`config.mk`:
```
export PLATFORM = sky130hd
export DESIGN_NAME = fpc_top
export DESIGN_NICKNAME = d
export VERILOG_FILES = /design/src/rtl/fpc_pkg.sv /design/src/rtl/fpc_top.sv
export SDC_FILE = /design/constraint.sdc
export NUM_CORES = 1
export LEC_CHECK = 0
export BUFFER_PORTS_ARGS = -buffer_cell sky130_fd_sc_hd__buf_2
export CAP_MARGIN = 20
export CORE_AREA = 10 10 226 228
export CTS_CLUSTER_DIAMETER = 200
export DETAILED_ROUTE_END_ITERATION = 10
export DIE_AREA = 0 0 236 238
export HOLD_SLACK_MARGIN = 0.05
export PLACE_DENSITY = 0.67
export SYNTH_ARGS = -nofsm -noshare
export SYNTH_HDL_FRONTEND = slang
export SYNTH_SLANG_ARGS = --single-unit
```
`constraint.sdc`:
```
create_clock -name clk_in -period 4.6 [get_ports clk_in]
set_clock_uncertainty 0.15 [all_clocks]
set_input_delay 0.92 -clock clk_in [delete_from_list [all_inputs] [get_ports clk_in]]
set_output_delay 0.92 -clock clk_in [all_outputs]
set_load 0.005 [all_outputs]
```
`src/rtl/fpc_pkg.sv`:
```
// Constants shared by the four-channel pwm clocking front end
package fpc_pkg;
   localparam int unsigned ADDR_W = 12;
   // Register indices; byte address is four times the index
   localparam logic [7:0] IDX_CLKP  = 8'h40;
   localparam logic [7:0] IDX_POL   = 8'h41;
   localparam logic [7:0] IDX_EN    = 8'h42;
   localparam logic [7:0] IDX_PRES  = 8'h43;
   localparam logic [7:0] IDX_SCAL0 = 8'h44;
   localparam logic [7:0] IDX_SCNT0 = 8'h45;
   localparam logic [7:0] IDX_SCAL1 = 8'h46;
   localparam logic [7:0] IDX_SCNT1 = 8'h47;
   localparam logic [7:0] IDX_CNT0  = 8'h48;
   localparam logic [7:0] IDX_PER0  = 8'h4C;
   localparam logic [7:0] IDX_DTY0  = 8'h50;
   localparam logic [7:0] IDX_CTL   = 8'h54;
   // Field positions
   localparam int unsigned UPPER_JOIN_BIT = 7;
   localparam int unsigned LOWER_JOIN_BIT = 6;
   localparam int unsigned DIVA_LSB       = 3;
   localparam int unsigned DIVB_LSB       = 0;
   localparam int unsigned CHOICE_LSB     = 4;
   localparam int unsigned POL_LSB        = 0;
   localparam int unsigned CENTER_BIT     = 0;
   // Reset values
   localparam logic [7:0] RST_CLKP = 8'h00;
   localparam logic [7:0] RST_POL  = 8'h00;
   localparam logic [3:0] RST_EN   = 4'h0;
   localparam logic [7:0] RST_SCAL = 8'h00;
   localparam logic [7:0] RST_PER  = 8'hFF;
   localparam logic [7:0] RST_DTY  = 8'hFF;
   localparam logic [7:0] RST_CTL  = 8'h00;
   // Bus responses
   localparam logic [1:0] RESP_OKAY   = 2'b00;
   localparam logic [1:0] RESP_SLVERR = 2'b10;
endpackage

```
`src/rtl/fpc_top.sv`:
```
// Four-channel pwm clocking, pairing and waveform core with AXI4-Lite
// Summary of operation
// - Four 8-bit channels, pairable into 16-bit ones, each with counter.
// - Duty spans fully off to fully on; left or center alignment.
// - While enabled, new period/duty waits in buffer until rollover.
// - While disabled, period/duty writes reach buffer and latch together.
// - Counter write clears counter and loads buffered period and duty.
// - Counters are readable by software at any time.
// - Enabled channel takes over its port pin from general-purpose logic.
// - Upper join: ch2 high byte, ch3 low, ch3 clock, ch2 pin.
// - Lower join: ch0 high byte, ch1 low, ch1 clock, ch0 pin.
// - Clock A is input clock divided by two to the field value.
// - Clock B likewise; B serves channels 2,3 and A channels 0,1.
// - Channels 3,2 choose clock B on 0, scaled high clock on 1.
// - Channels 1,0 choose clock A on 0, scaled low clock on 1.
// - Changing clock choice mid-waveform may give one odd pulse.
// - Left-aligned polarity 0 starts low, goes high at duty match.
// - Duty counts high time at left-aligned polarity 1, low time otherwise.
// - Scaled low clock is clock A over scale plus one, over two.
// - Scaled high clock is clock B over scale plus one, over two.
// - Enables gate channel clocks; prescaler stops when all disabled.
// - Period is clock times value plus one, or twice value centered.
`timescale 1ns/1ps
module fpc_top (
   // Clock and reset
   input  wire logic                       clk_in,
   input  wire logic                       arst_n_in,
   // AXI4-Lite write address
   input  wire logic [fpc_pkg::ADDR_W-1:0] s_axi_awaddr_in,
   input  wire logic                       s_axi_awvalid_in,
   output wire logic                       s_axi_awready_out,
   // AXI4-Lite write data
   input  wire logic [31:0]                s_axi_wdata_in,
   input  wire logic [3:0]                 s_axi_wstrb_in,
   input  wire logic                       s_axi_wvalid_in,
   output wire logic                       s_axi_wready_out,
   // AXI4-Lite write response
   output wire logic [1:0]                 s_axi_bresp_out,
   output wire logic                       s_axi_bvalid_out,
   input  wire logic                       s_axi_bready_in,
   // AXI4-Lite read
   input  wire logic [fpc_pkg::ADDR_W-1:0] s_axi_araddr_in,
   input  wire logic                       s_axi_arvalid_in,
   output wire logic                       s_axi_arready_out,
   output wire logic [31:0]                s_axi_rdata_out,
   output wire logic [1:0]                 s_axi_rresp_out,
   output wire logic                       s_axi_rvalid_out,
   input  wire logic                       s_axi_rready_in,
   // Port pins
   input  wire logic [3:0]                 gp_data_in,
   input  wire logic [3:0]                 gp_oe_in,
   output wire logic [3:0]                 pin_out,
   output wire logic [3:0]                 pin_oe_out
);
   // Bus state
   logic        aw_full_r, w_full_r, aw_bad_r, w_lane_r;
   logic        bvalid_r, rvalid_r;
   logic [7:0]  aw_idx_r, w_byte_r, rdata_r, rd_val, ar_idx;
   logic [1:0]  bresp_r, rresp_r;
   logic        wr_go, wr_en, ar_bad, ar_take;
   // Registers
   logic [7:0]  pwm_clock_and_pairing_r, pwm_clock_select_polarity_r;
   logic [3:0]  channel_enable_bit_r;
   logic        center_align_select_r;
   logic [7:0]  scale_value_r [2];
   logic [7:0]  scnt_r [2];
   logic [1:0]  half_r;
   logic [6:0]  pres_r;
   logic [7:0]  cnt_r [4];
   logic [7:0]  per_buf_r [4];
   logic [7:0]  dty_buf_r [4];
   logic [7:0]  per_act_r [4];
   logic [7:0]  dty_act_r [4];
   logic [3:0]  dn_r, pin_r, pin_oe_r;
   // Engine signals
   logic [1:0]  join_pair, ab_tick, s_tick, wr_scal;
   logic [3:0]  wr_cnt, wr_per, wr_dty, lane_on, run, tick, cclr;
   logic [3:0]  roll, load, wave, own, dn_nxt;
   logic [15:0] cnt16 [4];
   logic [15:0] per16 [4];
   logic [15:0] dty16 [4];
   logic [15:0] nxt16 [4];
   logic [7:0]  cnt_nxt [4];
   logic [7:0]  per_buf_nxt [4];
   logic [7:0]  dty_buf_nxt [4];
   logic [6:0]  mask [2];
   logic [2:0]  div [2];
   logic        any_en;

   function automatic logic idx_mapped(input logic [7:0] i);
      return (i >= fpc_pkg::IDX_CLKP) && (i <= fpc_pkg::IDX_CTL);
   endfunction

   // Channel whose engine drives channel c
   function automatic int src_ch(input int c, input logic [1:0] j);
      return j[c / 2] ? (c | 1) : c;
   endfunction

   assign s_axi_awready_out = !aw_full_r && !bvalid_r;
   assign s_axi_wready_out  = !w_full_r && !bvalid_r;
   assign s_axi_bvalid_out  = bvalid_r;
   assign s_axi_bresp_out   = bresp_r;
   assign s_axi_arready_out = !rvalid_r;
   assign s_axi_rvalid_out  = rvalid_r;
   assign s_axi_rresp_out   = rresp_r;
   assign s_axi_rdata_out   = {24'h00_0000, rdata_r};
   assign pin_out           = pin_r;
   assign pin_oe_out        = pin_oe_r;

   assign wr_go   = aw_full_r && w_full_r;
   assign wr_en   = wr_go && w_lane_r && !aw_bad_r;
   assign ar_idx  = s_axi_araddr_in[9:2];
   assign ar_bad  = (|s_axi_araddr_in[11:10]) || !idx_mapped(ar_idx);
   assign ar_take = s_axi_arvalid_in && !rvalid_r;

   // Write address and data taken in either order
   always_ff @(posedge clk_in or negedge arst_n_in) begin
      if (!arst_n_in) begin
         aw_full_r <= 1'b0;
         aw_idx_r  <= 8'h00;
         aw_bad_r  <= 1'b0;
      end else if (wr_go) begin
         aw_full_r <= 1'b0;
      end else if (s_axi_awvalid_in && s_axi_awready_out) begin
         aw_full_r <= 1'b1;
         aw_idx_r  <= s_axi_awaddr_in[9:2];
         aw_bad_r  <= (|s_axi_awaddr_in[11:10]) ||
                      !idx_mapped(s_axi_awaddr_in[9:2]);
      end
   end

   always_ff @(posedge clk_in or negedge arst_n_in) begin
      if (!arst_n_in) begin
         w_full_r <= 1'b0;
         w_byte_r <= 8'h00;
         w_lane_r <= 1'b0;
      end else if (wr_go) begin
         w_full_r <= 1'b0;
      end else if (s_axi_wvalid_in && s_axi_wready_out) begin
         w_full_r <= 1'b1;
         w_byte_r <= s_axi_wdata_in[7:0];
         w_lane_r <= s_axi_wstrb_in[0];
      end
   end

   always_ff @(posedge clk_in or negedge arst_n_in) begin
      if (!arst_n_in) begin
         bvalid_r <= 1'b0;
         bresp_r  <= fpc_pkg::RESP_OKAY;
      end else if (wr_go) begin
         bvalid_r <= 1'b1;
         bresp_r  <= aw_bad_r ? fpc_pkg::RESP_SLVERR : fpc_pkg::RESP_OKAY;
      end else if (s_axi_bready_in) begin
         bvalid_r <= 1'b0;
      end
   end

   always_ff @(posedge clk_in or negedge arst_n_in) begin
      if (!arst_n_in) begin
         rvalid_r <= 1'b0;
         rdata_r  <= 8'h00;
         rresp_r  <= fpc_pkg::RESP_OKAY;
      end else if (ar_take) begin
         rvalid_r <= 1'b1;
         rdata_r  <= ar_bad ? 8'h00 : rd_val;
         rresp_r  <= ar_bad ? fpc_pkg::RESP_SLVERR : fpc_pkg::RESP_OKAY;
      end else if (s_axi_rready_in) begin
         rvalid_r <= 1'b0;
      end
   end

   // Read multiplexer
   always_comb begin
      rd_val = 8'h00;
      case (ar_idx)
         fpc_pkg::IDX_CLKP:  rd_val = pwm_clock_and_pairing_r;
         fpc_pkg::IDX_POL:   rd_val = pwm_clock_select_polarity_r;
         fpc_pkg::IDX_EN:    rd_val = {4'h0, channel_enable_bit_r};
         fpc_pkg::IDX_PRES:  rd_val = {1'b0, pres_r};
         fpc_pkg::IDX_SCAL0: rd_val = scale_value_r[0];
         fpc_pkg::IDX_SCNT0: rd_val = scnt_r[0];
         fpc_pkg::IDX_SCAL1: rd_val = scale_value_r[1];
         fpc_pkg::IDX_SCNT1: rd_val = scnt_r[1];
         fpc_pkg::IDX_CTL:   rd_val = {7'h00, center_align_select_r};
         default: begin
            if (ar_idx[7:2] == fpc_pkg::IDX_CNT0[7:2]) begin
               rd_val = cnt_r[ar_idx[1:0]];
            end else if (ar_idx[7:2] == fpc_pkg::IDX_PER0[7:2]) begin
               rd_val = per_buf_r[ar_idx[1:0]];
            end else if (ar_idx[7:2] == fpc_pkg::IDX_DTY0[7:2]) begin
               rd_val = dty_buf_r[ar_idx[1:0]];
            end
         end
      endcase
   end

   // Control registers
   always_ff @(posedge clk_in or negedge arst_n_in) begin
      if (!arst_n_in) begin
         pwm_clock_and_pairing_r     <= fpc_pkg::RST_CLKP;
         pwm_clock_select_polarity_r <= fpc_pkg::RST_POL;
         channel_enable_bit_r        <= fpc_pkg::RST_EN;
         center_align_select_r       <= fpc_pkg::RST_CTL[0];
      end else if (wr_en) begin
         case (aw_idx_r)
            fpc_pkg::IDX_CLKP: pwm_clock_and_pairing_r <= w_byte_r;
            fpc_pkg::IDX_POL:  pwm_clock_select_polarity_r <= w_byte_r;
            fpc_pkg::IDX_EN:   channel_enable_bit_r <= w_byte_r[3:0];
            fpc_pkg::IDX_CTL:  center_align_select_r <= w_byte_r[0];
            default: ;
         endcase
      end
   end

   // Clock prescaler and scalers
   always_comb begin
      any_en    = |channel_enable_bit_r;
      div[0]    = pwm_clock_and_pairing_r[fpc_pkg::DIVA_LSB +: 3];
      div[1]    = pwm_clock_and_pairing_r[fpc_pkg::DIVB_LSB +: 3];
      wr_scal[0] = wr_en && (aw_idx_r == fpc_pkg::IDX_SCAL0);
      wr_scal[1] = wr_en && (aw_idx_r == fpc_pkg::IDX_SCAL1);
      for (int p = 0; p < 2; p++) begin
         mask[p]    = 7'((8'h01 << div[p]) - 8'h01);
         ab_tick[p] = any_en && ((pres_r & mask[p]) == mask[p]);
         s_tick[p]  = ab_tick[p] && (scnt_r[p] == 8'h00) && half_r[p];
      end
   end

   always_ff @(posedge clk_in or negedge arst_n_in) begin
      if (!arst_n_in) begin
         pres_r <= 7'h00;
      end else if (any_en) begin
         pres_r <= pres_r + 7'h01;
      end
   end

   always_ff @(posedge clk_in or negedge arst_n_in) begin
      if (!arst_n_in) begin
         for (int p = 0; p < 2; p++) begin
            scale_value_r[p] <= fpc_pkg::RST_SCAL;
            scnt_r[p]        <= fpc_pkg::RST_SCAL;
         end
         half_r <= 2'b00;
      end else begin
         for (int p = 0; p < 2; p++) begin
            if (wr_scal[p]) begin
               scale_value_r[p] <= w_byte_r;
               scnt_r[p]        <= w_byte_r;
               half_r[p]        <= 1'b0;
            end else if (ab_tick[p]) begin
               // Reload every value+1 ticks, toggle halves them
               if (scnt_r[p] == 8'h00) begin
                  scnt_r[p] <= scale_value_r[p];
                  half_r[p] <= ~half_r[p];
               end else begin
                  scnt_r[p] <= scnt_r[p] - 8'h01;
               end
            end
         end
      end
   end

   // Channel engines
   always_comb begin
      join_pair[0] = pwm_clock_and_pairing_r[fpc_pkg::LOWER_JOIN_BIT];
      join_pair[1] = pwm_clock_and_pairing_r[fpc_pkg::UPPER_JOIN_BIT];
      for (int c = 0; c < 4; c++) begin
         wr_cnt[c] = wr_en && (aw_idx_r == fpc_pkg::IDX_CNT0 + 8'(c));
         wr_per[c] = wr_en && (aw_idx_r == fpc_pkg::IDX_PER0 + 8'(c));
         wr_dty[c] = wr_en && (aw_idx_r == fpc_pkg::IDX_DTY0 + 8'(c));
         per_buf_nxt[c] = wr_per[c] ? w_byte_r : per_buf_r[c];
         dty_buf_nxt[c] = wr_dty[c] ? w_byte_r : dty_buf_r[c];
         // Joined pair runs on its low-order channel
         lane_on[c] = !join_pair[c / 2] || (c % 2 == 1);
         run[c]     = channel_enable_bit_r[c] && lane_on[c];
         // Clock choice switches with no glitch guard
         tick[c] = run[c] &&
            (pwm_clock_select_polarity_r[fpc_pkg::CHOICE_LSB + c] ?
             s_tick[c / 2] : ab_tick[c / 2]);
         if (join_pair[c / 2] && (c % 2 == 1)) begin
            cnt16[c] = {cnt_r[c & 2], cnt_r[c]};
            per16[c] = {per_act_r[c & 2], per_act_r[c]};
            dty16[c] = {dty_act_r[c & 2], dty_act_r[c]};
         end else begin
            cnt16[c] = {8'h00, cnt_r[c]};
            per16[c] = {8'h00, per_act_r[c]};
            dty16[c] = {8'h00, dty_act_r[c]};
         end
         nxt16[c]  = cnt16[c];
         dn_nxt[c] = dn_r[c];
         roll[c]   = 1'b0;
         if (center_align_select_r) begin
            if (dn_r[c]) begin
               if (cnt16[c] <= 16'h0001) begin
                  nxt16[c]  = 16'h0000;
                  dn_nxt[c] = 1'b0;
                  roll[c]   = tick[c];
               end else begin
                  nxt16[c] = cnt16[c] - 16'h0001;
               end
            end else if (cnt16[c] >= per16[c]) begin
               if (per16[c] != 16'h0000) begin
                  nxt16[c]  = cnt16[c] - 16'h0001;
                  dn_nxt[c] = 1'b1;
               end else begin
                  nxt16[c] = 16'h0000;
                  roll[c]  = tick[c];
               end
            end else begin
               nxt16[c] = cnt16[c] + 16'h0001;
            end
         end else if (cnt16[c] >= per16[c]) begin
            nxt16[c] = 16'h0000;
            roll[c]  = tick[c];
         end else begin
            nxt16[c] = cnt16[c] + 16'h0001;
         end
         wave[c] = (cnt16[c] >= dty16[c]) ^ (!center_align_select_r &&
            pwm_clock_select_polarity_r[fpc_pkg::POL_LSB + c]);
      end
      for (int c = 0; c < 4; c++) begin
         cclr[c] = wr_cnt[c] || (join_pair[c / 2] && wr_cnt[c ^ 1]);
      end
      for (int c = 0; c < 4; c++) begin
         load[c] = !run[src_ch(c, join_pair)] ||
                   roll[src_ch(c, join_pair)] || cclr[c];
         cnt_nxt[c] = cnt_r[c];
         if (cclr[c]) begin
            cnt_nxt[c] = 8'h00;
         end else if (tick[src_ch(c, join_pair)]) begin
            cnt_nxt[c] = (src_ch(c, join_pair) == c) ? nxt16[c][7:0] :
                         nxt16[c | 1][15:8];
         end
         own[c] = join_pair[c / 2] ?
                  ((c % 2 == 0) && channel_enable_bit_r[c | 1]) :
                  channel_enable_bit_r[c];
      end
   end

   always_ff @(posedge clk_in or negedge arst_n_in) begin
      if (!arst_n_in) begin
         for (int c = 0; c < 4; c++) begin
            cnt_r[c] <= 8'h00;
         end
         dn_r <= 4'h0;
      end else begin
         for (int c = 0; c < 4; c++) begin
            cnt_r[c] <= cnt_nxt[c];
            if (cclr[c]) begin
               dn_r[c] <= 1'b0;
            end else if (tick[c]) begin
               dn_r[c] <= dn_nxt[c];
            end
         end
      end
   end

   // Double-buffered period and duty
   always_ff @(posedge clk_in or negedge arst_n_in) begin
      if (!arst_n_in) begin
         for (int c = 0; c < 4; c++) begin
            per_buf_r[c] <= fpc_pkg::RST_PER;
            dty_buf_r[c] <= fpc_pkg::RST_DTY;
            per_act_r[c] <= fpc_pkg::RST_PER;
            dty_act_r[c] <= fpc_pkg::RST_DTY;
         end
      end else begin
         for (int c = 0; c < 4; c++) begin
            per_buf_r[c] <= per_buf_nxt[c];
            dty_buf_r[c] <= dty_buf_nxt[c];
            if (load[c]) begin
               per_act_r[c] <= per_buf_nxt[c];
               dty_act_r[c] <= dty_buf_nxt[c];
            end
         end
      end
   end

   // Pin ownership
   always_ff @(posedge clk_in or negedge arst_n_in) begin
      if (!arst_n_in) begin
         pin_r    <= 4'h0;
         pin_oe_r <= 4'h0;
      end else begin
         for (int c = 0; c < 4; c++) begin
            pin_r[c]    <= own[c] ? wave[src_ch(c, join_pair)] :
                           gp_data_in[c];
            pin_oe_r[c] <= own[c] ? 1'b1 : gp_oe_in[c];
         end
      end
   end
endmodule // fpc_top

```
==> metrics.yaml, run 1 <==
worst_hold_path:
  hold_path.class: "input port to async pin"
sta:
  drv_slew: 0
  fmax_mhz: 238
  holdWs_ps: 143
  worst_pin_slew_ps: 938
  post-route-period-util: 0.915
  fin_setup_tns_ps: 0
  grt_setup_unrepaired: "no"
  fin_crit_ps: 4210
  max_slew_margin: 0.369
  fin_ws_ps: 390
  hold_violations: 0
  finalSetupViolations: 0
global_route:
  grt_max_degree: 88
  grt_antenna_before_repair: 2
  grt_overflow_total: 0
  grt_usage: 0.198
  grt_pass1_wl_um: 90100
  grt_pass1_vias: 15300
setup_path:
  critPathMaxFanout: 25
  arrival_ps: 4590
  path_class: "register to register"
  cp_data_required_time_ps: 4980
  path_cells: "buf_4 -> inv_1 -> nor2_1 -> ha_1 -> nand4_1 -> or3_1 -> o41ai_1 -> nor2_1 -> o21ai_1 -> a31oi_1 -> o21ai_2 -> buf_4 -> mux2_2"
  endpoint_kind: "register"
  startpoint_type: "register"
  crit_slowest_cell: "o21ai_1"
  cp_slowest_stage_delay_ps: 430
clocking:
  clock_path_buffers: 3
  clkTransAtPathRegs_ps: 60
  cts_tree: "done"
  cts_root_buf: "clkbuf_16"
  cts_sinks: 266
  h-tree-depth: 1
  clk-insertion-delay-late_ps: 610
  cts_buffers: 31
place:
  port_buffers: 66
  routabilityCongestion: 0.929
  dp_slack_ps: 366
  dp_hpwl_um: 42300
power:
  combPwrFrac: 0.125
  p_int_mw: 4.26
  ir_drop_uv: 328
  static-leakage-power_nw: 8.80
  switching_share: 0.308
  power_density_nw_per_um2: 302
  pwr-share-seq: 0.467
  p_clk_frac: 0.409
  p_sw_mw: 1.90
layout:
  layout_commonest_cell: "nand2_1"
  layout-drive-gt1-share: 0.260
  areaGrowthSynthToFinish_pct: 11.2
  final_cell_mix: "nand2_1, mux2_2, nor2_1"
  nets: 2180
synthesis:
  netlist_area_um2: 18400
  yosysWarnings: 0
  ys.flop_type: "dfrtp_1"
  ys_async_sr_fraction: 1.00
  ys_seq_area_frac: 0.371
  synth-edff-count: 0
  ys_ff_latch: 266
  syn_inst: 1951
  synth.avg_cell_area_um2: 9.41
  ys_types: 82
floorplan:
  dieArea_um2: 56200
  initial_core_util: 0.396
  die_y_um: 238
  io_pins: 124
  die_x_um: 236
  core_um2: 46400
  row_count: 79
detailed_routing:
  drt-wirelength-per-cell_um: 21.9
  dr.first_iter.drc_count: 1606
  wl_um: 57500
  drt-pass1-iter-count: 6
  drcViolationCount: 0
  ant_nets: 0
  vias: 15700
  routed_via_density: 5.98
outcome:
  status: "finished, final reports clean"
job:
  max-cap-violations: 0
==> per-stage QoR <==
| stage | total power [mW] | cell area, um^2 | utilization | std cells |
|---|---|---|---|---|
| after global placement | 3.63 | 19400 | 0.417 | 2565 |
| final | 6.16 | 20400 | 0.440 | 2624 |
| after floorplan | 3.23 | 18500 | - | 1976 |
| after global routing | 6.39 | 20400 | 0.440 | 2623 |
| after detailed placement | 3.65 | 19400 | 0.417 | 2565 |
| after CTS | 6.17 | 20400 | 0.440 | 2622 |
==> worst max-delay path: cells and delay by family, from the launching register on <==
kind,cells,cell delay (ps)
flops,1,380
compound gates,4,1120
mux,1,370
simple gates,4,1060
fa+ha+maj,1,250
buf+inv,3,790
==> layer usage <==
metal | part of all wire | GRT usage
met1 | 0.43 | 0.268
met2 | 0.46 | 0.316
met3 | 0.079 | 0.0303
met4 | 0.032 | 0.0688
met5 | 0 | 0
==> power by group through the flow <==
stage	sequential [mW]	clock, mW	combinational, mW
2_1_floorplan	2.62	0	0.609
3_3_place_gp	2.89	0	0.739
3_5_place_dp	2.89	0	0.757
4_1_cts	2.86	2.55	0.765
5_1_grt	2.88	2.66	0.850
6_report	2.88	2.52	0.767
==> worst paths after layout <==
check	slack [ps]	endpoint	cells past startpoint	start
max	390	dty16[22]	13	pwm_clock_and_pairing_r[7]
min	140	scnt_r[14]	1	arst_n_in
max reg2reg	390	dty16[22]	13	pwm_clock_and_pairing_r[7]
min reg2reg	320	rdata_r[1]	2	rdata_r[1]
max in group asynchronous	3070	per16[51]	2	arst_n_in
min in group clk_in	320	rdata_r[1]	2	rdata_r[1]
==> flip-flops by register name (all words and copies together), names as in the netlist, 2 cells and up <==
name,count
channel_enable_bit_r,4
half_r,2
dty_buf_r,32
pin_oe_out,4
dty16,16
dn_r,4
pwm_clock_and_pairing_r,8
rdata_r,8
aw_idx_r,8
cnt_r,16
pres_r,7
per_buf_r,32
dty_act_r,16
pin_out,4
scnt_r,16
per16,16
cnt16,16
per_act_r,16
scale_value_r,16
pwm_clock_select_polarity_r,8
w_byte_r,8
==> what timing repair did <==
item                       in CTS  in global routing
setup endpoints to repair       0                  2
buffers inserted                0                  0
hold buffers                    0                  0
resized for setup               0                  1
==> final cells by class <==
type / instances / area (um^2)
Antenna cell: 1 / 2.50
Clock buffer: 43 / 891
Clock inverter: 14 / 150
Fill cell: 4351 / 25900
Inverter: 106 / 398
Multi-Input combinational cell: 1464 / 10600
Sequential cell: 266 / 6820
Tap cell: 607 / 759
Timing Repair Buffer: 123 / 788
==> logic make-up (layout without fill, tap and decap cells) <==
logic type	after synthesis	after routing	synth area share
and+or+nand+nor	622	622	0.165
AOI/OAI and AO/OA	459	459	0.162
DFF	266	266	0.371
buffers and inverters	246	286	0.0573
muxes	204	204	0.147
adders and majority gates	113	113	0.0770
xor gates and xnor gates	40	40	0.0191
other	1	27	0.000204
==> synthesized netlist by cell type (29+ instances only) <==
master,instances,area share
inv_1,105,0.021
clkbuf_1,100,0.020
nand2_1,199,0.041
o21ai_0,114,0.031
buf_4,29,0.012
nand3_1,44,0.012
mux4_2,34,0.042
a21oi_1,110,0.030
a31oi_1,29,0.0099
ha_1,113,0.077
nor2_1,143,0.029
dfrtp_1,138,0.19
dfstp_2,128,0.18
nor3_1,62,0.017
mux2_2,149,0.091
No activity file was read; power rests on OpenSTA's default activity.
==> run 2, diff against run 1 <==
- clock period: 4.6 -> 5.2 ns (I/O delays scaled with it)
==> metrics.yaml, run 2 (same netlist as run 1, synthesis figures left out) <==
detailed_routing:
  ant_nets: 0
  drcViolationCount: 0
  vias: 15600
  dr.first_iter.drc_count: 1576
  drt-pass1-iter-count: 5
  wl_um: 57400
  drt-wirelength-per-cell_um: 22.0
  routed_via_density: 5.99
sta:
  hold_violations: 0
  fmax_mhz: 213
  finalSetupViolations: 0
  fin_ws_ps: 501
  grt_setup_unrepaired: "no"
  fin_setup_tns_ps: 0
  post-route-period-util: 0.904
  worst_pin_slew_ps: 1010
  max_slew_margin: 0.307
  fin_crit_ps: 4700
  drv_slew: 0
worst_hold_path:
  hold_end: "rdata_r[0]"
  hp-start: "rdata_r[0]"
  whs_path_depth: 2
  hold_path.class: "register to register"
power:
  p_clk_frac: 0.411
  p_int_mw: 3.77
  power_density_nw_per_um2: 268
  p_total_mw: 5.43
  switching_share: 0.306
  combPwrFrac: 0.117
  p_sw_mw: 1.66
  pwr-share-seq: 0.472
  ir_drop_uv: 337
  static-leakage-power_nw: 8.72
place:
  dp_slack_ps: 666
  port_buffers: 66
  dp_hpwl_um: 42000
  place_area_um2: 19200
  routabilityCongestion: 0.927
clocking:
  clkTransAtPathRegs_ps: 70
  h-tree-depth: 1
  cts_root_buf: "clkbuf_16"
  postCtsHoldBufs: 0
  clk-insertion-delay-late_ps: 590
  cts_setup_buffers: 0
  clock_path_buffers: 3
  cts_tree: "done"
  cts_buffers: 30
  cts_sinks: 266
  ctsResizeCount: 0
job:
  max-cap-violations: 0
setup_path:
  cp_slowest_stage_delay_ps: 770
  cp_data_required_time_ps: 5550
  crit_path_frequent_cell: "nor2_1"
  r2r-start: "pwm_clock_and_pairing_r[7]"
  cp_num_buf_inv: 2
  rr_worst_depth: 11
  crit_slowest_cell: "a311oi_4"
  critPathMaxFanout: 16
  critPathTopFamily: "compound AO/OA/AOI/OAI gates"
  r2r_slack_ps: 500
  startpoint_type: "register"
  endpoint_kind: "register"
  arrival_ps: 5050
  path_cells: "inv_1 -> nor2_1 -> ha_1 -> a21o_1 -> a211oi_1 -> o21ai_0 -> nor2_1 -> o21ai_1 -> a311oi_4 -> buf_4 -> mux2_2"
  crit-reg2reg-capture: "dty_act_r[0]"
  cp.depth: 11
  path_class: "register to register"
global_route:
  grt_overflow_total: 0
  grt_max_degree: 108
  grt_pass1_vias: 15300
  grt_antenna_before_repair: 1
  grt_usage: 0.195
  grt_pass1_wl_um: 88500
layout:
  layout-drive-gt1-share: 0.254
  reg.largest.list: "dty_buf_r (32), per_buf_r (32)"
  final_cell_mix: "nand2_1, mux2_2, nor2_1"
  layout_commonest_cell: "nand2_1"
  nets: 2162
  areaGrowthSynthToFinish_pct: 10.5
  stdcell_area_um2: 20300
outcome:
  status: "finished, final reports clean"
floorplan:
  die_x_um: 236
  die_y_um: 238
  row_count: 79
  initial_core_util: 0.396
  dieArea_um2: 56200
  core_um2: 46400
  io_pins: 124
run 2: layout make-up:
type / count / area, um^2
diodes: 2 / 5.00
clock buffers: 42 / 910
clock inverters: 13 / 134
fillers: 4367 / 26100
inverters: 106 / 398
multi-input cells: 1464 / 10600
flip-flops and latches: 266 / 6820
well taps: 607 / 759
repair buffers: 106 / 666
run 2: metal layers:
layer,global-route usage,wire [um]
met1,0.259,24800
met2,0.314,26300
met3,0.0415,4730
met4,0.0602,1560
met5,0,0
run 2: worst reg2reg max path: stages, from the launching register on:
cell      delay, ps
dfrtp_1         440
inv_1           410
nor2_1          130
ha_1            360
a21o_1          200
a211oi_1        260
o21ai_0         170
nor2_1          690
o21ai_1         350
a311oi_4        770
buf_4           340
mux2_2          350
run 2: power groups by stage:
| stage | Combinational (mW) | Sequential, mW | Clock (mW) |
|---|---|---|---|
| 2_1_floorplan | 0.538 | 2.32 | 0 |
| 3_3_place_gp | 0.618 | 2.57 | 0 |
| 3_5_place_dp | 0.634 | 2.58 | 0 |
| 4_1_cts | 0.638 | 2.55 | 2.27 |
| 5_1_grt | 0.707 | 2.57 | 2.36 |
| 6_report | 0.638 | 2.56 | 2.23 |
run 2: how the worst max path moves through the flow:
stage,from,end
after floorplan,pwm_clock_and_pairing_r[7],dty16[22]
after global placement,pwm_clock_and_pairing_r[7],dty_act_r[0]
after detailed placement,pwm_clock_and_pairing_r[7],dty_act_r[0]
after CTS,pwm_clock_and_pairing_r[7],dty_act_r[0]
after global routing,pwm_clock_and_pairing_r[7],dty_act_r[0]
final,pwm_clock_and_pairing_r[7],dty_act_r[0]
run 2: per-stage QoR:
| step | cells | hold slack, ps | util |
|---|---|---|---|
| 6_report | 2606 | 332 | 0.438 |
| 5_1_grt | 2604 | 351 | 0.438 |
| 4_1_cts | 2604 | 332 | 0.438 |
| 3_5_place_dp | 2549 | 317 | 0.415 |
| 3_3_place_gp | 2549 | 311 | 0.415 |
| 2_1_floorplan | 1976 | 304 | - |
==> run 3, diff against run 2 <==
- ABC_AREA: not set -> 1
- CORE_AREA: 10 10 226 228 -> 10 10 241 220
- DIE_AREA: 0 0 236 238 -> 0 0 251 230
==> metrics.yaml, run 3 <==
outcome:
  status: "finished, final reports clean"
detailed_routing:
  drt-pass1-iter-count: 5
  routed_via_density: 5.56
  drt-wirelength-per-cell_um: 19.5
  drcViolationCount: 0
  vias: 18600
  wl_um: 65300
  ant_nets: 0
  dr.first_iter.drc_count: 1893
synthesis:
  yosysWarnings: 0
  synth_area_leader_cell: "dfrtp_1"
  synth-edff-count: 0
  netlist_area_um2: 19000
  ys_ff_latch: 266
  ys.flop_type: "dfrtp_1"
  ys_async_sr_fraction: 1.00
  ys_types: 65
  yosysMostFrequentCell: "nand2_1"
  synth.avg_cell_area_um2: 7.11
  yosys.area.top_type_share: 0.182
  ys_seq_area_frac: 0.359
  yosys-top-cells-area: "dfrtp_1, dfstp_2, nand2_1"
  synth_common_cells: "nand2_1, inv_1, nor2_1"
  syn_inst: 2673
layout:
  multi_input_area_um2: 10500
  layout_commonest_cell: "nand2_1"
  layout-drive-gt1-share: 0.127
  stdcell_count: 3355
  reg.largest.list: "dty_buf_r (32), per_buf_r (32)"
  final_cell_mix: "nand2_1, inv_1, nor2_1"
  areaGrowthSynthToFinish_pct: 8.95
  final_util: 0.435
  stdcell_area_um2: 20700
  seq_area_um2: 6820
  nets: 2895
  antenna_cells: 0
  fillers: 4873
sta:
  fin_setup_tns_ps: 0
  finalSetupViolations: 0
  hold_violations: 0
  holdWs_ps: 257
  fin_crit_ps: 3970
  grt_setup_unrepaired: "no"
  drv_slew: 0
  worst_pin_slew_ps: 1000
  max_slew_margin: 0.329
  fmax_mhz: 252
  post-route-period-util: 0.764
  fin_ws_ps: 1230
power:
  switching_share: 0.303
  ir_drop_uv: 315
  static-leakage-power_nw: 9.82
  power_density_nw_per_um2: 239
  p_sw_mw: 1.50
  p_int_mw: 3.44
  p_total_mw: 4.94
  p_clk_frac: 0.418
  combPwrFrac: 0.130
  pwr-share-seq: 0.453
place:
  dpl.cell_count: 3299
  routabilityCongestion: 0.978
  dp_slack_ps: 1300
  dp_hpwl_um: 49500
  port_buffers: 66
  place_area_um2: 19700
clocking:
  cts_sinks: 266
  h-tree-depth: 1
  cts_buffers: 30
  cts_root_buf: "clkbuf_16"
  clkTransAtPathRegs_ps: 60
  ctsResizeCount: 0
  clk-insertion-delay-late_ps: 620
  postCtsHoldBufs: 0
  cts_setup_buffers: 0
  clock_path_buffers: 3
  cts_tree: "done"
floorplan:
  dieArea_um2: 57700
  die_x_um: 251
  core_um2: 47600
  initial_core_util: 0.399
  row_count: 76
  die_y_um: 230
  io_pins: 124
setup_path:
  endpoint_kind: "register"
  arrival_ps: 4290
  critPathMaxFanout: 31
  path_class: "register to register"
  cp_data_required_time_ps: 5520
  startpoint_type: "register"
global_route:
  grt_pass1_wl_um: 102000
  grt_antenna_before_repair: 0
  grt_overflow_total: 0
  grt_max_degree: 97
  grt_usage: 0.217
  grt_pass1_vias: 17800
job:
  max-cap-violations: 0
worst_hold_path:
  hold_path.class: "input port to async pin"
## run 3: changes by cell type after synthesis, moves of 30 or more
cell	delta
nand3_1	+134
mux4_2	-34
nand4_1	+47
nor2_1	+67
mux2_2	-147
clkbuf_1	-73
xor2_1	+41
buf_2	+30
o21ai_0	+85
inv_1	+179
nand2_1	+614
## run 3: critical path: stages (launching register included)
cell	delay, ps
dfrtp_1	890
nand2_1	340
inv_1	260
ha_1	280
a21oi_1	130
o21ai_0	90
nor2_1	190
nand3_1	100
buf_4	180
o21ai_1	100
nand2_2	110
nand2_1	90
nand2_1	480
o21ai_0	400
## run 3: final timing paths
path                                            start      endpoint  slack, ps  cells after the start
min reg2reg                                 pres_r[6]     pres_r[6]        320                      1
max                        pwm_clock_and_pairing_r[7]  per_act_r[7]       1230                     13
max reg2reg                pwm_clock_and_pairing_r[7]  per_act_r[7]       1230                     13
max in group asynchronous                   arst_n_in     per16[48]       3420                      2
min in group clk_in                         pres_r[6]     pres_r[6]        320                      1
min                                         arst_n_in     cnt16[19]        260                      1
## run 3: kinds of logic (layout without fill, tap and decap cells)
| family | Yosys count | after routing | synth area share |
|---|---|---|---|
| XOR/XNOR | 59 | 59 | 0.0272 |
| adder cells (fa/ha/maj) | 113 | 113 | 0.0744 |
| other | 1 | 26 | 0.000197 |
| AO/OA/AOI/OAI | 446 | 446 | 0.133 |
| AND/OR/NAND/NOR | 1377 | 1377 | 0.313 |
| multiplexers | 3 | 3 | 0.00171 |
| flip-flops | 266 | 266 | 0.359 |
| buffers and inverters | 408 | 441 | 0.0916 |
## run 3: cell type report
class                   count  share of cell area
multi-input cells        2024               0.509
flip-flops and latches    266               0.329
inverters                 307              0.0558
clock buffers              44              0.0417
well taps                 624              0.0377
repair buffers             78              0.0220
clock inverters            12             0.00453
## run 3: metal layers
metal	track usage	share of wire
met1	0.306	0.45
met2	0.335	0.44
met3	0.0386	0.081
met4	0.0587	0.025
met5	0	0
## run 3: power groups by stage
stage                     registers, mW  clock network, mW  logic [mW]
after CTS                          2.24               2.11       0.631
after detailed placement           2.27                  0       0.630
after floorplan                    2.25                  0       0.352
after global placement             2.27                  0       0.621
after global routing               2.25               2.19       0.701
final                              2.24               2.06       0.642
